--- config.mk ---
export PLATFORM = sky130hd
export DESIGN_NAME = shbbp_port
export DESIGN_NICKNAME = d
export VERILOG_FILES = /design/src/rtl/shbbp_pkg.sv /design/src/rtl/shbbp_fifo.sv /design/src/rtl/shbbp_port.sv
export SDC_FILE = /design/constraint.sdc
export NUM_CORES = 1
export LEC_CHECK = 0
export BUFFER_PORTS_ARGS = -buffer_cell sky130_fd_sc_hd__buf_2
export CAP_MARGIN = 15
export CORE_UTILIZATION = 50
export DETAILED_ROUTE_END_ITERATION = 10
export PLACE_DENSITY_LB_ADDON = 0.25
export RECOVER_POWER = 100
export SETUP_SLACK_MARGIN = 0.3
export SLEW_MARGIN = 20
export SYNTH_ARGS = -nofsm -noshare
export SYNTH_HDL_FRONTEND = slang
export SYNTH_SLANG_ARGS = --single-unit
export TNS_END_PERCENT = 100
--- constraint.sdc ---
create_clock -name clk_i -period 6.2 [get_ports clk_i]
set_clock_uncertainty 0.2 [all_clocks]
set_input_delay 0.31 -clock clk_i [delete_from_list [all_inputs] [get_ports clk_i]]
set_output_delay 0.31 -clock clk_i [all_outputs]
set_load 0.1 [all_outputs]
--- src/rtl/shbbp_pkg.sv ---
package shbbp_pkg;
  localparam int SHB_W = 8;
  localparam int PC_W = 11;
  localparam int OUT_FIFO_DEPTH = 16;
  localparam int SYNC_W = 13;
  // status register bit positions
  localparam int OBF_BIT = 0;
  localparam int IBF_BIT = 1;
  localparam int F0_BIT = 2;
  localparam int F1_BIT = 3;
  localparam int FW_LSB = 4;
  localparam int FW_MSB = 7;
  // address input selects
  localparam logic A0_DATA = 1'b0;
  localparam logic A0_STATUS = 1'b1;
  // reset values
  localparam logic [SHB_W-1:0] BUF_RST = 8'h00;
  localparam logic [3:0] FW_BITS_RST = 4'h0;
  // call target of an accepted external interrupt
  localparam logic [PC_W-1:0] EXT_INT_VECTOR = 11'h003;
  typedef enum logic {INT_IDLE, INT_SERVICE} shbbp_int_t;
endpackage

--- src/rtl/shbbp_fifo.sv ---
`timescale 1ns/1ps
module shbbp_fifo #(
  parameter int WIDTH = 8,
  parameter int DEPTH = 16
) (
  input wire logic clk_i,
  input wire logic rstn_i,
  input wire logic in_valid_i,
  output logic in_ready_o,
  input wire logic [WIDTH-1:0] in_data_i,
  output logic out_valid_o,
  input wire logic out_ready_i,
  output logic [WIDTH-1:0] out_data_o
);
  localparam int PW = $clog2(DEPTH);
  localparam logic [PW:0] FULL_CNT = (PW+1)'(DEPTH);
  logic [WIDTH-1:0] mem [DEPTH];
  logic [PW-1:0] wr_ptr;
  logic [PW-1:0] rd_ptr;
  logic [PW:0] count;
  logic push;
  logic pop;

  assign in_ready_o = (count != FULL_CNT);
  assign out_valid_o = (count != '0);
  assign push = in_valid_i & in_ready_o;
  assign pop = out_valid_o & out_ready_i;
  assign out_data_o = mem[rd_ptr];

  always_ff @(posedge clk_i) begin
    if (push) begin
      mem[wr_ptr] <= in_data_i;
    end
  end

  // pointers wrap through the full range, so depth must be a power of two
  always_ff @(posedge clk_i or negedge rstn_i) begin
    if (!rstn_i) begin
      wr_ptr <= '0;
      rd_ptr <= '0;
      count <= '0;
    end else begin
      if (push) begin
        wr_ptr <= wr_ptr + 1'b1;
      end
      if (pop) begin
        rd_ptr <= rd_ptr + 1'b1;
      end
      if (push && !pop) begin
        count <= count + 1'b1;
      end else if (pop && !push) begin
        count <= count - 1'b1;
      end
    end
  end
endmodule // shbbp_fifo

--- src/rtl/shbbp_port.sv ---
`timescale 1ns/1ps
// Function
// - address input picks data buffers or status
// - drive buffer or status on read, else float
// - host write copies address level into flag one
// - eight-bit status, upper nibble firmware loaded
// - output-full set by output instr, cleared by data read
// - input-full set by host write, cleared by input
// - firmware complements or clears user flag zero
// - firmware also complements or clears flag one
// - output instruction moves accumulator to out buffer
// - selected write strobe latches bus byte inbound
// - select and write low raise external interrupt
// - firmware jumps test input-full, output-full, test pins
// - host bus runs asynchronous to device clock
// - reset clears user flags, interrupts disabled
// - accepted external interrupt calls address three
module shbbp_port
  import shbbp_pkg::*;
#(
  parameter int FIFO_DEPTH = OUT_FIFO_DEPTH
) (
  input wire logic clk_i,
  input wire logic rstn_i,
  input wire logic cs_n_i,
  input wire logic rd_n_i,
  input wire logic wr_n_i,
  input wire logic a0_i,
  input wire logic [shbbp_pkg::SHB_W-1:0] data_i,
  output logic [shbbp_pkg::SHB_W-1:0] data_o,
  output logic data_oe_n_o,
  input wire logic t0_i,
  input wire logic t1_i,
  input wire logic [shbbp_pkg::SHB_W-1:0] fw_acc_i,
  input wire logic fw_out_i,
  output logic fw_out_ready_o,
  input wire logic fw_in_i,
  output logic [shbbp_pkg::SHB_W-1:0] fw_in_data_o,
  input wire logic fw_mov_sts_i,
  input wire logic fw_f0_cpl_i,
  input wire logic fw_f0_clr_i,
  input wire logic fw_f1_cpl_i,
  input wire logic fw_f1_clr_i,
  input wire logic fw_eint_en_i,
  input wire logic fw_eint_dis_i,
  input wire logic fw_tint_en_i,
  input wire logic fw_tint_dis_i,
  input wire logic fw_retr_i,
  output logic jc_ibf_o,
  output logic jc_obf_o,
  output logic jc_t0_o,
  output logic jc_t1_o,
  output logic eint_en_o,
  output logic tint_en_o,
  output logic int_call_o,
  output logic [shbbp_pkg::PC_W-1:0] int_vector_o
);
  import shbbp_pkg::*;

  logic [SYNC_W-1:0] sync_a;
  logic [SYNC_W-1:0] sync_b;
  logic cs_s, rd_s, wr_s, a0_s, t0_s, t1_s;
  logic [SHB_W-1:0] data_s;
  logic wr_act, wr_act_q, wr_done;
  logic rd_act, rd_act_q, rd_done;
  logic [SHB_W-1:0] wr_data_q;
  logic wr_a0_q, rd_a0_q;
  logic [SHB_W-1:0] outbuf, inbuf;
  logic output_full_flag, input_full_flag, f0, f1;
  logic [3:0] fw_bits;
  logic [SHB_W-1:0] status;
  logic fifo_valid, fifo_take;
  logic [SHB_W-1:0] fifo_data;
  logic eint_pend, eint_en, tint_en;
  shbbp_int_t int_state;
  logic take_int;

  // every host pin crosses two flops before use
  always_ff @(posedge clk_i or negedge rstn_i) begin
    if (!rstn_i) begin
      sync_a <= {4'hF, 9'h000};
      sync_b <= {4'hF, 9'h000};
    end else begin
      sync_a <= {cs_n_i, rd_n_i, wr_n_i, a0_i, t0_i, t1_i, 7'h00};
      sync_b <= sync_a;
    end
  end
  // data shares the same two stages
  logic [SHB_W-1:0] data_a;
  always_ff @(posedge clk_i or negedge rstn_i) begin
    if (!rstn_i) begin
      data_a <= BUF_RST;
      data_s <= BUF_RST;
    end else begin
      data_a <= data_i;
      data_s <= data_a;
    end
  end
  assign cs_s = sync_b[12];
  assign rd_s = sync_b[11];
  assign wr_s = sync_b[10];
  assign a0_s = sync_b[9];
  assign t0_s = sync_b[8];
  assign t1_s = sync_b[7];

  // write wins nothing over read: the master keeps them apart
  assign wr_act = ~cs_s & ~wr_s & rd_s;
  assign rd_act = ~cs_s & ~rd_s & wr_s;
  assign wr_done = wr_act_q & ~wr_act;
  assign rd_done = rd_act_q & ~rd_act;

  // byte and address are resampled every cycle while the strobe is low, and the last sample used at its end
  // so a slow-settling bus is never sampled mid-change
  always_ff @(posedge clk_i or negedge rstn_i) begin
    if (!rstn_i) begin
      wr_act_q <= 1'b0;
      rd_act_q <= 1'b0;
      wr_data_q <= BUF_RST;
      wr_a0_q <= A0_DATA;
      rd_a0_q <= A0_DATA;
    end else begin
      wr_act_q <= wr_act;
      rd_act_q <= rd_act;
      if (wr_act) begin
        wr_data_q <= data_s;
        wr_a0_q <= a0_s;
      end
      if (rd_act) begin
        rd_a0_q <= a0_s;
      end
    end
  end

  // inbound buffer
  always_ff @(posedge clk_i or negedge rstn_i) begin
    if (!rstn_i) begin
      inbuf <= BUF_RST;
    end else if (wr_done) begin
      inbuf <= wr_data_q;
    end
  end
  assign fw_in_data_o = inbuf;

  // input-full: a host write in the same cycle as the firmware read wins
  always_ff @(posedge clk_i or negedge rstn_i) begin
    if (!rstn_i) begin
      input_full_flag <= 1'b0;
    end else if (wr_done) begin
      input_full_flag <= 1'b1;
    end else if (fw_in_i) begin
      input_full_flag <= 1'b0;
    end
  end

  // outbound path: firmware pushes, buffer reloads only once drained
  shbbp_fifo #(
    .WIDTH(SHB_W),
    .DEPTH(FIFO_DEPTH)
  ) u_out_fifo (
    .clk_i(clk_i),
    .rstn_i(rstn_i),
    .in_valid_i(fw_out_i),
    .in_ready_o(fw_out_ready_o),
    .in_data_i(fw_acc_i),
    .out_valid_o(fifo_valid),
    .out_ready_i(fifo_take),
    .out_data_o(fifo_data)
  );
  // never reload while a data read is in flight
  assign fifo_take = fifo_valid & ~output_full_flag & ~(rd_act & (a0_s == A0_DATA));

  always_ff @(posedge clk_i or negedge rstn_i) begin
    if (!rstn_i) begin
      outbuf <= BUF_RST;
    end else if (fifo_take) begin
      outbuf <= fifo_data;
    end
  end

  always_ff @(posedge clk_i or negedge rstn_i) begin
    if (!rstn_i) begin
      output_full_flag <= 1'b0;
    end else if (fifo_take) begin
      output_full_flag <= 1'b1;
    end else if (rd_done && rd_a0_q == A0_DATA) begin
      output_full_flag <= 1'b0;
    end
  end

  // user flags; the host write load of flag one wins over firmware
  always_ff @(posedge clk_i or negedge rstn_i) begin
    if (!rstn_i) begin
      f0 <= 1'b0;
    end else if (fw_f0_clr_i) begin
      f0 <= 1'b0;
    end else if (fw_f0_cpl_i) begin
      f0 <= ~f0;
    end
  end

  always_ff @(posedge clk_i or negedge rstn_i) begin
    if (!rstn_i) begin
      f1 <= 1'b0;
    end else if (wr_done) begin
      f1 <= wr_a0_q;
    end else if (fw_f1_clr_i) begin
      f1 <= 1'b0;
    end else if (fw_f1_cpl_i) begin
      f1 <= ~f1;
    end
  end

  always_ff @(posedge clk_i or negedge rstn_i) begin
    if (!rstn_i) begin
      fw_bits <= FW_BITS_RST;
    end else if (fw_mov_sts_i) begin
      fw_bits <= fw_acc_i[FW_MSB:FW_LSB];
    end
  end

  assign status = {fw_bits, f1, f0, input_full_flag, output_full_flag};

  // read data comes from a flop; the enable follows the strobe directly
  always_ff @(posedge clk_i or negedge rstn_i) begin
    if (!rstn_i) begin
      data_o <= BUF_RST;
    end else if (a0_s == A0_STATUS) begin
      data_o <= status;
    end else begin
      data_o <= outbuf;
    end
  end
  assign data_oe_n_o = ~rd_act;

  assign jc_ibf_o = input_full_flag;
  assign jc_obf_o = output_full_flag;
  assign jc_t0_o = t0_s;
  assign jc_t1_o = t1_s;

  // interrupt enables and single-level external interrupt
  always_ff @(posedge clk_i or negedge rstn_i) begin
    if (!rstn_i) begin
      eint_en <= 1'b0;
      tint_en <= 1'b0;
    end else begin
      if (fw_eint_dis_i) begin
        eint_en <= 1'b0;
      end else if (fw_eint_en_i) begin
        eint_en <= 1'b1;
      end
      if (fw_tint_dis_i) begin
        tint_en <= 1'b0;
      end else if (fw_tint_en_i) begin
        tint_en <= 1'b1;
      end
    end
  end
  assign eint_en_o = eint_en;
  assign tint_en_o = tint_en;

  assign take_int = (int_state == INT_IDLE) & eint_pend & eint_en;

  // pending stays set while a new write lands in the call cycle
  always_ff @(posedge clk_i or negedge rstn_i) begin
    if (!rstn_i) begin
      eint_pend <= 1'b0;
    end else if (wr_done) begin
      eint_pend <= 1'b1;
    end else if (take_int) begin
      eint_pend <= 1'b0;
    end
  end

  always_ff @(posedge clk_i or negedge rstn_i) begin
    if (!rstn_i) begin
      int_state <= INT_IDLE;
    end else begin
      case (int_state)
        INT_IDLE: begin
          if (take_int) begin
            int_state <= INT_SERVICE;
          end
        end
        INT_SERVICE: begin
          if (fw_retr_i) begin
            int_state <= INT_IDLE;
          end
        end
        default: int_state <= INT_IDLE;
      endcase
    end
  end

  always_ff @(posedge clk_i or negedge rstn_i) begin
    if (!rstn_i) begin
      int_call_o <= 1'b0;
      int_vector_o <= '0;
    end else begin
      int_call_o <= take_int;
      int_vector_o <= EXT_INT_VECTOR;
    end
  end
endmodule // shbbp_port

## Yosys cells after proc, flatten, opt, wreduce, memory -nomap -nowiden

Memories as Yosys holds them, arrays and structs flattened. A register that Yosys moved wholly into a read port is not among the register bits.
Cells that the tools add are included.

| cells by class | value |
|---|---|
| $add $sub $neg | 4 |
| equality and inequality tests | 1 |
| multiplexer cells | 23 |
| bitwise operators | 25 |
| reduce and logical (&&, ||, !) cells | 15 |

Operators by type and width:

| kind | count |
|---|---|
| 1-bit two-way mux | 19 |
| 2-bit nonzero test | 7 |
| 1-bit bitwise AND | 13 |
| 1-bit NOT | 12 |
| 5-bit two-way mux | 2 |
| 4-bit by 1-bit adder with 4-bit output, second input constant | 2 |
| 8-bit two-way mux | 1 |
| 5-bit by 1-bit adder with 5-bit output, second input constant | 1 |
| 5-bit != test, second input constant | 1 |
| 5-bit nonzero test | 1 |
| 5-bit by 1-bit subtractor with 5-bit output, second input constant | 1 |
| 1-bit logical AND | 3 |
| 1-bit zero test | 3 |
| 3-bit nonzero test | 1 |
| 1-bit one-hot mux with 2 select lines | 1 |

| storage, ports and cells | value |
|---|---|
| register bits | 83 |
| RAM bits | 128 |
| bits of input ports | 36 |
| output and inout bits | 36 |
| word-level logic and storage cells | 94 |
| memories kept | 1 |

Memories:

| name | words | width | read ports | clocked after memory_dff | wr ports | RTL line | text |
|---|---|---|---|---|---|---|---|
| u_out_fifo.mem | 16 | 8 | 1 | 1 | 1 | shbbp_fifo.sv:17 | `logic [WIDTH-1:0] mem [DEPTH];` |

## Depth between registers and ports, before layout

Gate-level depths: netlist of the first run.

| logic depth | value |
|---|---|
| word-level depth | 10 |
| mapped depth | 11 |
| gate-level depth less buffers | 10 |

## Modules after synthesis

From an unflattened synthesis of the first run, not the netlist that was laid out.

| unflattened totals | value |
|---|---|
| cells, all modules | 478 |
| area total of the unflattened synthesis | 8500.7 um^2 |

By module, submodules not included:

| module | times used | cells an instance | area each (um^2) | seq. area each (um^2) |
|---|---|---|---|---|
| shbbp_fifo | 1 | 318 | 5824.3 | 4169.0 |
| shbbp_port | 1 | 160 | 2676.3 | 1961.9 |

## Worst setup path before layout of the first run

No wires, ideal clock.

| path | value |
|---|---|
| path kind | reg2reg |
| start | register output_full_flag, in the netlist jc_obf_o |
| end | register u_out_fifo.count[4] |
| setup time | 0.080 ns |
| arrival time | 2.794 ns |
| data required time | 5.920 ns |
| slack | 3.126 ns |
| stages on the path, launching flop included | 11 |
| buffers on the path | 1 |
| clock period less this slack | 3.074 ns |
| path through | dfrtp_1 a221oi_2 buf_2 inv_1 ha_1 inv_1 ha_1 a21o_1 a21oi_1 mux2i_1 xnor2_1 |

| on the way | value |
|---|---|
| longest elaborated chain between the ends | 7 |
| elaborated cells between the ends (all ways) | 9 |
| classes of those cells | mux: 1; bitwise: 4; reduce/logical: 4 |

RTL lines:

| element | RTL line | text |
|---|---|---|
| start: declaration | shbbp_port.sv:69 | `logic output_full_flag, input_full_flag, f0, f1;` |
| start signal: assignment | shbbp_port.sv:182 | `output_full_flag <= 1'b0;` |
| start signal: assignment | shbbp_port.sv:184 | `output_full_flag <= 1'b1;` |
| start signal: assignment | shbbp_port.sv:186 | `output_full_flag <= 1'b0;` |
| 1-bit NOT * | shbbp_port.sv:170 | `assign fifo_take = fifo_valid & ~output_full_flag & ~(rd_act & (a0_s == A0_DATA));` |
| 1-bit bitwise AND * (2 in a row) | shbbp_port.sv:170 |  |
| 1-bit bitwise AND * | shbbp_fifo.sv:27 | `assign pop = out_valid_o & out_ready_i;` |
| 1-bit zero test | shbbp_fifo.sv:49 | `if (push && !pop) begin` |
| 1-bit logical AND | shbbp_fifo.sv:49 |  |
| 5-bit two-way mux / 2-bit nonzero test (equally long branches) | - |  |
| end signal: assignment | shbbp_fifo.sv:50 | `count <= count + 1'b1;` |
| end signal: assignment | shbbp_fifo.sv:52 | `count <= count - 1'b1;` |
| end: declaration | shbbp_fifo.sv:20 | `logic [PW:0] count;` |

Every way passes the cells marked *; elsewhere a longest branch is shown, timed or not.
A chain may end at the register's enable or synchronous reset.

## Worst setup path after layout of the first run

| path | value |
|---|---|
| start | register sync_b[9] |
| end | register u_out_fifo.count[4] |

| on the way | value |
|---|---|
| longest elaborated chain between the ends | 8 |
| elaborated cells between the ends (all ways) | 10 |
| classes of those cells | mux: 1; bitwise: 5; reduce/logical: 4 |

RTL lines:

| element | RTL line | text |
|---|---|---|
| start: declaration | shbbp_port.sv:61 | `logic [SYNC_W-1:0] sync_b;` |
| start signal: assignment | shbbp_port.sv:82 | `sync_b <= {4'hF, 9'h000};` |
| start signal: assignment | shbbp_port.sv:85 | `sync_b <= sync_a;` |
| 1-bit NOT * | shbbp_port.sv:170 |  |
| 1-bit bitwise AND * | shbbp_port.sv:170 |  |
| 1-bit NOT * | shbbp_port.sv:170 |  |
| 1-bit bitwise AND * | shbbp_port.sv:170 |  |
| 1-bit bitwise AND * | shbbp_fifo.sv:27 |  |
| 1-bit zero test | shbbp_fifo.sv:49 |  |
| 1-bit logical AND | shbbp_fifo.sv:49 |  |
| 5-bit two-way mux / 2-bit nonzero test (equally long branches) | - |  |

Marks and branches as above.

==> metrics.md, run 1 <==
| Metric | Value |
|---|---|
| Outcome | `finished clean` |
| I/O Buffers | `between 60 and 70` |
| CTS Sinks | `approximately 220` |
| Root Buffer | `clkbuf_16` |
| Max cap viols | `0` |
| Post-synth top flop | `edfxtp_1` |
| Synthesis-stage register bit count | `between 200 and 250` |
| Final RePlAce weighted congestion | `0.779` |
| Final setup vio count | `0` |
| Die X | `131 um` |
| CTS buffer count | `23` |
| Largest net degree at the start of global routing | `91` |
| Max stage delay cell, worst path | `dfstp_1` |
| Critical Path Max Stage Delay | `0.78 ns` |
| Clock buffer depth | `3` |
| Syn avg cell area | `roughly 19 um2` |
| Vias in the first global route | `around 4300` |
| Period utilization | `0.606` |
| Post-DRT Antenna Nets | `0` |
| Final hold violation count | `0` |
| Cell breakdown of the critical path | `inv_1 -> a221oi_1 -> clkbuf_1 -> inv_1 -> ha_1 -> inv_1 -> ha_1 -> a21o_1 -> a21oi_1 -> mux2i_1 -> xnor2_1` |
| Number of flops mapped to enable cells by yosys | `~130` |
| Overall Power | `between 0.004 and 0.005 W` |
| Slew HR | `0.200` |
| DRT iter0 DRCs | `between 200 and 300` |
| Static leakage | `about 3.6 nW` |
| Most used cell, CP | `inv_1` |
| Yosys warning count | `0` |
| First-pass GRT wire length | `~24000 um` |
| Vias per inst | `~5.2` |
| Mapped Cells | `443` |
| Place WS | `between 3 and 4 ns` |
| Final worst slack | `2.44 ns` |
| Vias | `slightly above 4000` |
| Clk slew on worst S/H paths | `approximately 0.060 ns` |
| Crit. End Element | `register` |
| Peak Freq | `266 MHz` |
| Synth Cell Area | `a little over 8000 um2` |
| Die footprint | `between 15000 and 20000 um2` |
| Clock Latency Late Sink | `around 0.50 ns` |
| Core area | `16100 um2` |
| I/O pin total | `slightly above 70` |
| Die height | `around 130 um` |
| Crit path required time | `6.42 ns` |
| GRT Residual Overflow | `0` |
| Site row count | `between 40 and 50` |
| Gr usage total | `0.187` |
| Layout cells sized above 1 | `0.239` |
| CTS tree | `yes` |
| N_diodes | `0` |
| DRT Wirelength | `around 15000 um` |
| Initial core utilization | `0.518` |
| Hold Path Class | `register to register` |
| Setup TNS | `0 ns` |
| Least-Margin Pin Slew | `about 1.2 ns` |
| CTS HTree Levels | `1` |
| Initial antenna violation count | `0` |
| Detailed placer's ending HPWL | `around 9100 um` |
| Power Density | `476 nW/um2` |
| Worst Setup Start Kind | `register` |
| Distinct cells, synth | `34` |
| Critical path arrival | `around 4.0 ns` |
| Min Clock Period, post-route | `about 3.8 ns` |
| Peak supply drop | `0.260 mV` |
| Layout area overhead | `16.6%` |
| Max Slew Vio Count | `0` |
| TritonRoute pass-1 iters | `4` |
| Final net count | `589` |
| Seq/Total Area, Yosys | `0.737` |
| Routed len/inst | `about 20 um` |
| Post-route DRC | `0` |
| Unrepaired setup endpoints after global routing | `false` |
| Share of flip-flops with an asynchronous set or reset | `0.416` |
| WS Path Type | `register to register` |
| Worst-path fanout max | `22` |
[synthesized netlist by cell type, types with 9 or more instances]
master    instances  share of area
dfrtp_1          83           0.25
nor2_1           28          0.013
nand2_1          13         0.0059
xnor2_1          10          0.011
mux4_2           32          0.087
inv_1            10         0.0045
edfxtp_1        128           0.46
buf_4            12          0.011
mux2_2           33          0.045
a221oi_2          9          0.016
ha_1              9          0.014
mux2i_1           9          0.011
[layer usage]
layer	track usage	up-vias	wire, um
met5	0	-	0
met4	0.0453	0	408
met3	0.0383	27	749
met2	0.316	116	7100
met1	0.252	2065	6820
li1	-	1843	-
[sequential cells by signal, summed over array words and instances, names as in the netlist, 4 cells and up]
register           count
sync_b                 6
u_out_fifo.mem       128
u_out_fifo.wr_ptr      4
u_out_fifo.count       5
sync_a                 6
outbuf                 8
wr_data_q              8
fw_in_data_o           8
fw_bits                4
data_o                 8
data_s                 8
data_a                 8
u_out_fifo.rd_ptr      4
[area by class of cell]
| class | instances | area (um2) |
|---|---|---|
| Multi-Input combinational cell | 192 | 1910 |
| Fill cell | 1180 | 6360 |
| Tap cell | 216 | 270 |
| Timing Repair Buffer | 97 | 576 |
| Clock buffer | 37 | 689 |
| Clock inverter | 5 | 78.8 |
| Sequential cell | 219 | 6130 |
| Inverter | 10 | 37.5 |
[timing repair]
| action | 4_1_cts | 5_1_grt |
|---|---|---|
| hold endpoints to repair | 107 | 0 |
| resized for setup | 0 | 0 |
| hold buffers | 27 | 0 |
| endpoints found under the setup margin | 0 | 0 |
| buffers inserted | 0 | 0 |
[placed cells by master (no fill, tap or decap), types with 7 or more instances in the layout]
cell type,Yosys,layout
nand2_1,13,13
ha_1,9,9
o22ai_1,8,8
dfstp_2,8,7
dfrtp_1,83,81
nor2_1,28,28
a221oi_1,0,8
inv_1,10,10
clkbuf_16,0,24
buf_2,8,25
edfxtp_1,128,128
mux2_2,33,31
xnor2_1,10,10
dlygate4sd3_1,0,27
mux2i_1,9,9
conb_1,2,10
clkbuf_1,3,52
mux4_2,32,32
[report_power, final]
group	total [W]	internal, W	switching [W]
Combinational	0.00129	0.000469	0.000826
Sequential	0.00196	0.00178	0.000178
Clock	0.00137	0.000844	0.000521
Total	0.00462	0.00309	0.00152
[kinds of logic after synthesis]
logic type / synth area share
other: 0.000903
adder cells (fa/ha/maj): 0.0160
XOR/XNOR: 0.0126
AND/OR/NAND/NOR: 0.0333
multiplexers: 0.142
buffers and inverters: 0.0274
flip-flops: 0.737
AO/OA/AOI/OAI: 0.0302
[critical path: cells and delay by family, from the launching register on]
| kind | cells | cell delay (ns) |
|---|---|---|
| AO/OA/AOI/OAI | 3 | 0.66 |
| flip-flops | 1 | 0.78 |
| multiplexers | 1 | 0.25 |
| XOR/XNOR | 1 | 0.13 |
| adder cells (fa/ha/maj) | 2 | 0.55 |
| buffers and inverters | 4 | 1.10 |
[through the flow]
step           hold WS (ns)  std cells  area [um2]  utilization
6_report              0.148        776        9700        0.604
5_1_grt               0.156        776        9700        0.604
4_1_cts             0.00582        776        9840        0.613
3_5_place_dp         -0.107        707        8800        0.548
3_3_place_gp         -0.106        707        8800        0.548
2_1_floorplan        -0.186        451        8340            -
[worst paths after layout]
path | startpoint | to | slack [ns] | depth (start not counted)
worst max-delay path | sync_b[9] | u_out_fifo.count[4] | 2.44 | 11
worst min-delay path | sync_a[8] | sync_b[8] | 0.15 | 0
worst max register to register | sync_b[9] | u_out_fifo.count[4] | 2.44 | 11
worst min register to register | sync_a[8] | sync_b[8] | 0.15 | 0
max in group asynchronous | rstn_i | wr_data_q[0] | 4.92 | 3
min in group asynchronous | rstn_i | u_out_fifo.count[2] | 0.31 | 3
Note: power is estimated with default switching activity, not from simulation.
==> run 2: changes to the inputs <==
Clock period 6.2 ns to 3.9 ns, I/O delays scaled along.
==> run 2 against run 1 <==
The run now ends with capacitance limit, slew limit left; via count grew 0.52%; hold slack lost 0.017 ns; combinational power grew 57%; non-clock buffer count grew 9; fmax grew 18%; total power grew 60%; die area is the same; highest routed layer unchanged.
==> metrics.md, run 2 (synthesis results as in run 1) <==
| Metric | Value |
|---|---|
| Outcome | `finished with violations` |
| Failing checks | `capacitance limit, slew limit` |
| Vias in the first global route | `4316 (+0.21%)` |
| Cell breakdown of the critical path | `nor4_1 -> a221oi_1 -> inv_1 -> ha_1 -> inv_1 -> fa_1 -> a21o_1 -> a21oi_1 -> mux2i_1 -> xnor2_1` |
| GRT Residual Overflow | `0 (unchanged)` |
| Top reg by flops | `u_out_fifo.mem` |
| Die footprint | `17100 um2 (unchanged)` |
| Most used cell, CP | `inv_1` |
| Hold Path Class | `input pin to register` |
| Core area | `16100 um2 (unchanged)` |
| Slew HR | `-0.0111 (-0.211)` |
| Vias | `4072 (+0.52%)` |
| Root Buffer | `clkbuf_16` |
| I/O Buffers | `62 (unchanged)` |
| Min Clock Period, post-route | `3.18 ns (-0.573 ns)` |
| Worst Setup Start Kind | `register` |
| Critical Path Max Stage Delay | `0.66 ns (-0.12 ns)` |
| Final Util | `0.610 (+0.00631)` |
| CTS HTree Levels | `1 (unchanged)` |
| CTS Sinks | `219 (unchanged)` |
| I/O pin total | `72 (unchanged)` |
| DRT Wirelength | `15100 um (+0.40%)` |
| Unrepaired setup endpoints after global routing | `false` |
| Max reg flops | `128 (unchanged)` |
| Initial core utilization | `0.518 (unchanged)` |
| Clk slew on worst S/H paths | `0.06 ns (about the same)` |
| Initial antenna violation count | `0 (unchanged)` |
| Post-route DRC | `0 (unchanged)` |
| Gr usage total | `0.188 (+0.000437)` |
| TritonRoute pass-1 iters | `4 (unchanged)` |
| Post-DRT Antenna Nets | `0 (unchanged)` |
| Power Density | `755 nW/um2 (+59%)` |
| Static leakage | `3.63 nW (+1.3%)` |
| Detailed placer's ending HPWL | `9340 um (+2.2%)` |
| Final setup vio count | `0 (unchanged)` |
| Clock Latency Late Sink | `0.50 ns (about the same)` |
| Most frequent cells in the layout | `128 x edfxtp_1, 82 x dfrtp_1, 47 x clkbuf_1, 35 x dlygate4sd3_1, 33 x mux2_2` |
| Peak supply drop | `0.534 mV (+110%)` |
| Largest net degree at the start of global routing | `64 (-30%)` |
| First-pass GRT wire length | `23700 um (+0.44%)` |
| N_diodes | `0 (unchanged)` |
| Final RePlAce weighted congestion | `0.780 (+0.13%)` |
| Layout cells sized above 1 | `0.246 (+0.00719)` |
| Final hold violation count | `0 (unchanged)` |
| Clock buffer depth | `3 (unchanged)` |
| Site row count | `46 (unchanged)` |
| CTS buffer count | `23 (unchanged)` |
| Multi-input logic area | `1920 um2 (+0.20%)` |
| Layout area overhead | `17.8%` |
| Max Slew Vio Count | `64 (+64)` |
| Max cap viols | `1 (+1)` |
| Buf/Inv on CP | `2 (-2)` |
| Crit. End Element | `register` |
| WS Path Type | `register to register` |
| Postcts setup bufs | `0 (unchanged)` |
| Routed len/inst | `19.3 um (-0.63%)` |
| Final net count | `598 (+1.5%)` |
| Die X | `131 um (unchanged)` |
| Critical path arrival | `3.40 ns (-0.58 ns)` |
| Peak Freq | `314 MHz (+18%)` |
| Fillers | `1164 (-1.4%)` |
| Least-Margin Pin Slew | `1.52 ns (+0.328 ns)` |
| Storage cell area | `6130 um2 (about the same)` |
| Vias per inst | `5.19 (-0.51%)` |
| Period utilization | `0.816 (+0.210)` |
| DRT iter0 DRCs | `257 (-7.9%)` |
| Die height | `131 um (unchanged)` |
| Setup TNS | `0 ns (unchanged)` |
| Worst path top cell family by delay | `simple AND/OR/NAND/NOR gates` |
| Commonest non-fill, non-tap cell in the layout | `edfxtp_1` |
| CTS tree | `yes` |
| Max stage delay cell, worst path | `nor4_1` |
| Worst-path fanout max | `5 (-77%)` |
| Crit path required time | `4.12 ns (-2.30 ns)` |
run 2: cell types whose count changed in the layout (fill, tap and decap cells not counted), moves of 2 or more:
cell / previous run / this run
dlygate4sd3_1: 27 / 35
mux2_1: 2 / 0
buf_4: 1 / 3
mux2_2: 31 / 33
clkbuf_1: 52 / 47
clkbuf_8: 4 / 2
run 2: cell type report:
type	instances	share of cell area
tap	216	0.0276
timing repair buffer	106	0.0676
multi-input combinational	192	0.196
clock inverter	9	0.0133
inverter	10	0.00383
sequential	219	0.626
clock buffer	32	0.0664
run 2: power by group:
| part | switching [W] | leakage, nW | internal, W |
|---|---|---|---|
| Combinational | 0.00127 | 1.04 | 0.000758 |
| Sequential | 0.000333 | 2.22 | 0.00283 |
| Clock | 0.000848 | 0.377 | 0.00137 |
| Total | 0.00245 | 3.63 | 0.00496 |
run 2: metal layers:
metal | up-vias | global-route usage | wire length [um]
li1 | 1876 | - | -
met1 | 2041 | 0.260 | 6790
met2 | 131 | 0.303 | 7100
met3 | 24 | 0.0326 | 899
met4 | 0 | 0.0676 | 357
met5 | - | 0 | 0
run 2: worst paths after layout:
path	slack [ns]	depth (start not counted)	endpoint	from
min in group asynchronous	0.39	2	sync_b[7]	rstn_i
max in group asynchronous	1.97	3	data_s[5]	rstn_i
min reg2reg	0.15	0	data_s[4]	data_a[4]
min	0.13	2	data_a[4]	data_i[4]
max reg2reg	0.72	10	u_out_fifo.count[4]	u_out_fifo.count[0]
max	0.72	10	u_out_fifo.count[4]	u_out_fifo.count[0]
run 2: metrics by stage:
stage / cells / hold WS [ns] / instance area (um2) / power (W) / worst slack, ns
floorplan: 451 / -0.301 / 8340 / 0.00485 / 0.826
global placement: 708 / 0.102 / 8810 / 0.00525 / 1.14
detailed placement: 708 / 0.101 / 8810 / 0.00532 / 1.07
CTS: 784 / 0.124 / 9940 / 0.00759 / 1.06
global route: 784 / 0.135 / 9800 / 0.00775 / 0.483
finish: 784 / 0.131 / 9800 / 0.00740 / 0.716
run 2: repair_timing:
item,4_1_cts,5_1_grt
resized for setup,0,0
hold buffers,35,0
hold endpoints to repair,207,0
run 2: worst reg2reg max path: stages, from the launching register on:
cell,delay (ns)
dfrtp_1,0.43
nor4_1,0.66
a221oi_1,0.21
inv_1,0.13
ha_1,0.17
inv_1,0.11
fa_1,0.48
a21o_1,0.19
a21oi_1,0.17
mux2i_1,0.23
xnor2_1,0.13
==> run 3: changes to the inputs <==
Clock period 3.9 ns to 3.1 ns, I/O delays scaled along.
==> run 3 against run 2 <==
The flow still finishes with violations (capacitance limit, slew limit); cell count up 1.5%; worst setup slack got worse by 0.36 ns; die area unchanged.
==> metrics.md, run 3 (synthesis results as in run 1) <==
| Metric | Value |
|---|---|
| R2R Path Start | `sync_b[10]` |
| Detailed placer's ending HPWL | `9430 um (+0.96%)` |
| Max Slew Vio Count | `92 (+44%)` |
| Peak Freq | `365 MHz (+16%)` |
| Largest net degree at the start of global routing | `92 (+44%)` |
| Top reg by flops | `u_out_fifo.mem` |
| Final setup vio count | `0 (unchanged)` |
| Most frequent cells in the layout | `128 x edfxtp_1, 81 x dfrtp_1, 58 x clkbuf_1, 36 x dlygate4sd3_1, 33 x mux2_2` |
| DRT Wirelength | `14800 um (-2.4%)` |
| Post-route DRC | `0 (unchanged)` |
| Max cap viols | `1 (unchanged)` |
| Clock buffer depth | `3 (unchanged)` |
| CTS Sinks | `219 (unchanged)` |
| GRT Residual Overflow | `0 (unchanged)` |
| Clock Latency Late Sink | `0.49 ns (about the same)` |
| End of the worst register-to-register path | `u_out_fifo.count[4]` |
| Static leakage | `3.62 nW (-0.29%)` |
| Vias per inst | `5.19 (about the same)` |
| Setup TNS | `0 ns (unchanged)` |
| Worst Setup Start Kind | `register` |
| Die height | `131 um (unchanged)` |
| Root Buffer | `clkbuf_16` |
| Critical path arrival | `2.96 ns (-0.44 ns)` |
| Max reg flops | `128 (unchanged)` |
| FF-to-FF setup slack | `0.36 ns (-0.36 ns)` |
| Layout cells sized above 1 | `0.240 (-0.00682)` |
| CTS HTree Levels | `1 (unchanged)` |
| Crit. End Element | `register` |
| Hold Path Origin | `a0_i` |
| Period utilization | `0.885 (+0.0686)` |
| Overall Power | `0.00905 W (+22%)` |
| Slew HR | `-0.427 (-0.416)` |
| CTS tree | `yes` |
| CTS buffer count | `23 (unchanged)` |
| Commonest non-fill, non-tap cell in the layout | `edfxtp_1` |
| TritonRoute pass-1 iters | `4 (unchanged)` |
| Final net count | `613 (+2.5%)` |
| Core area | `16100 um2 (unchanged)` |
| Outcome | `finished with violations` |
| WS Path Type | `register to register` |
| Unrepaired setup endpoints after global routing | `false` |
| Clk slew on worst S/H paths | `0.06 ns (about the same)` |
| Failing checks | `capacitance limit, slew limit` |
| Site row count | `46 (unchanged)` |
| Least-Margin Pin Slew | `2.14 ns (+0.624 ns)` |
| Fillers | `1211 (+4.0%)` |
| Layout area overhead | `17.9% (about the same)` |
| Final Util | `0.610 (about the same)` |
| Vias | `4132 (+1.5%)` |
| Crit path required time | `3.32 ns (-0.80 ns)` |
| Final hold violation count | `0 (unchanged)` |
| Worst-path fanout max | `5 (unchanged)` |
| Initial core utilization | `0.518 (unchanged)` |
| Peak supply drop | `0.494 mV (-7.4%)` |
| Die footprint | `17100 um2 (unchanged)` |
| Hold Path Sink | `sync_a[9]` |
| First-pass GRT wire length | `23400 um (-1.5%)` |
| Initial antenna violation count | `0 (unchanged)` |
| I/O Buffers | `62 (unchanged)` |
| I/O pin total | `72 (unchanged)` |
| Final RePlAce weighted congestion | `0.740 (-5.2%)` |
| Gr usage total | `0.185 (-0.00286)` |
| Die X | `131 um (unchanged)` |
| Min Clock Period, post-route | `2.74 ns (-0.440 ns)` |
| Vias in the first global route | `4369 (+1.2%)` |
| Post-DRT Antenna Nets | `0 (unchanged)` |
| Reg2reg path depth | `10 (unchanged)` |
| Hold Path Cell Cnt | `2 (unchanged)` |
| Power Density | `923 nW/um2 (+22%)` |
| N_diodes | `0 (unchanged)` |
| DRT iter0 DRCs | `219 (-15%)` |
| Hold Path Class | `input pin to register` |
| Routed len/inst | `18.6 um (-3.9%)` |
run 3: power by group:
part           switching, W  internal (W)
clock network       0.00100       0.00145
logic               0.00171       0.00100
registers          0.000316       0.00356
run 3: area by class of cell:
cell class / count / area [um2] / area share
inverters: 10 / 37.5 / 0.00383
clock inverters: 10 / 67.6 / 0.00689
clock buffers: 28 / 604 / 0.0616
repair buffers: 121 / 746 / 0.0761
well taps: 216 / 270 / 0.0276
multi-input cells: 192 / 1940 / 0.198
flip-flops and latches: 219 / 6130 / 0.626
run 3: critical path, cell delays in order, from the launching register on:
cell and delay, ns:
dfstp_2 0.53, nor3b_4 0.27, a221oi_1 0.17, inv_1 0.10
ha_1 0.18, inv_2 0.08, fa_2 0.41, a21o_1 0.18
a21oi_1 0.18, mux2i_1 0.24, xnor2_1 0.14
run 3: layer usage:
layer | GRT usage | part of all wire | vias to the layer above
met1 | 0.248 | 0.44 | 2092
li1 | - | - | 1890
met5 | 0 | 0 | -
met4 | 0.0568 | 0.020 | 0
met3 | 0.0318 | 0.050 | 30
met2 | 0.312 | 0.49 | 120
run 3: per-stage QoR:
stage | cell area, um2 | setup WS, ns | std cells | hold WS, ns
5_1_grt | 9800 | 0.155 | 796 | 0.0947
6_report | 9800 | 0.357 | 796 | 0.103
3_5_place_dp | 8910 | 0.322 | 719 | 0.0614
2_1_floorplan | 8360 | 0.307 | 451 | -0.341
4_1_cts | 9940 | 0.303 | 793 | 0.0854
3_3_place_gp | 8910 | 0.412 | 719 | 0.0613
run 3: worst max path at each step:
| stage | end | cells past startpoint | start | slack [ns] |
|---|---|---|---|---|
| 2_1_floorplan | u_out_fifo.count[4] | 11 | sync_b[12] | 0.31 |
| 3_3_place_gp | u_out_fifo.count[4] | 10 | u_out_fifo.count[1] | 0.41 |
| 3_5_place_dp | u_out_fifo.count[4] | 10 | u_out_fifo.count[1] | 0.32 |
| 4_1_cts | u_out_fifo.count[4] | 10 | u_out_fifo.count[1] | 0.30 |
| 5_1_grt | u_out_fifo.rd_ptr[0] | 2 | rstn_i | 0.16 |
| 6_report | u_out_fifo.count[4] | 10 | sync_b[10] | 0.36 |
run 3: what timing repair did:
action | in CTS | in global routing
hold endpoints to repair | 238 | 0
gates resized for setup | 0 | 3
setup buffers | 0 | 3
setup endpoints to repair | 0 | 1
hold buffers | 36 | 0
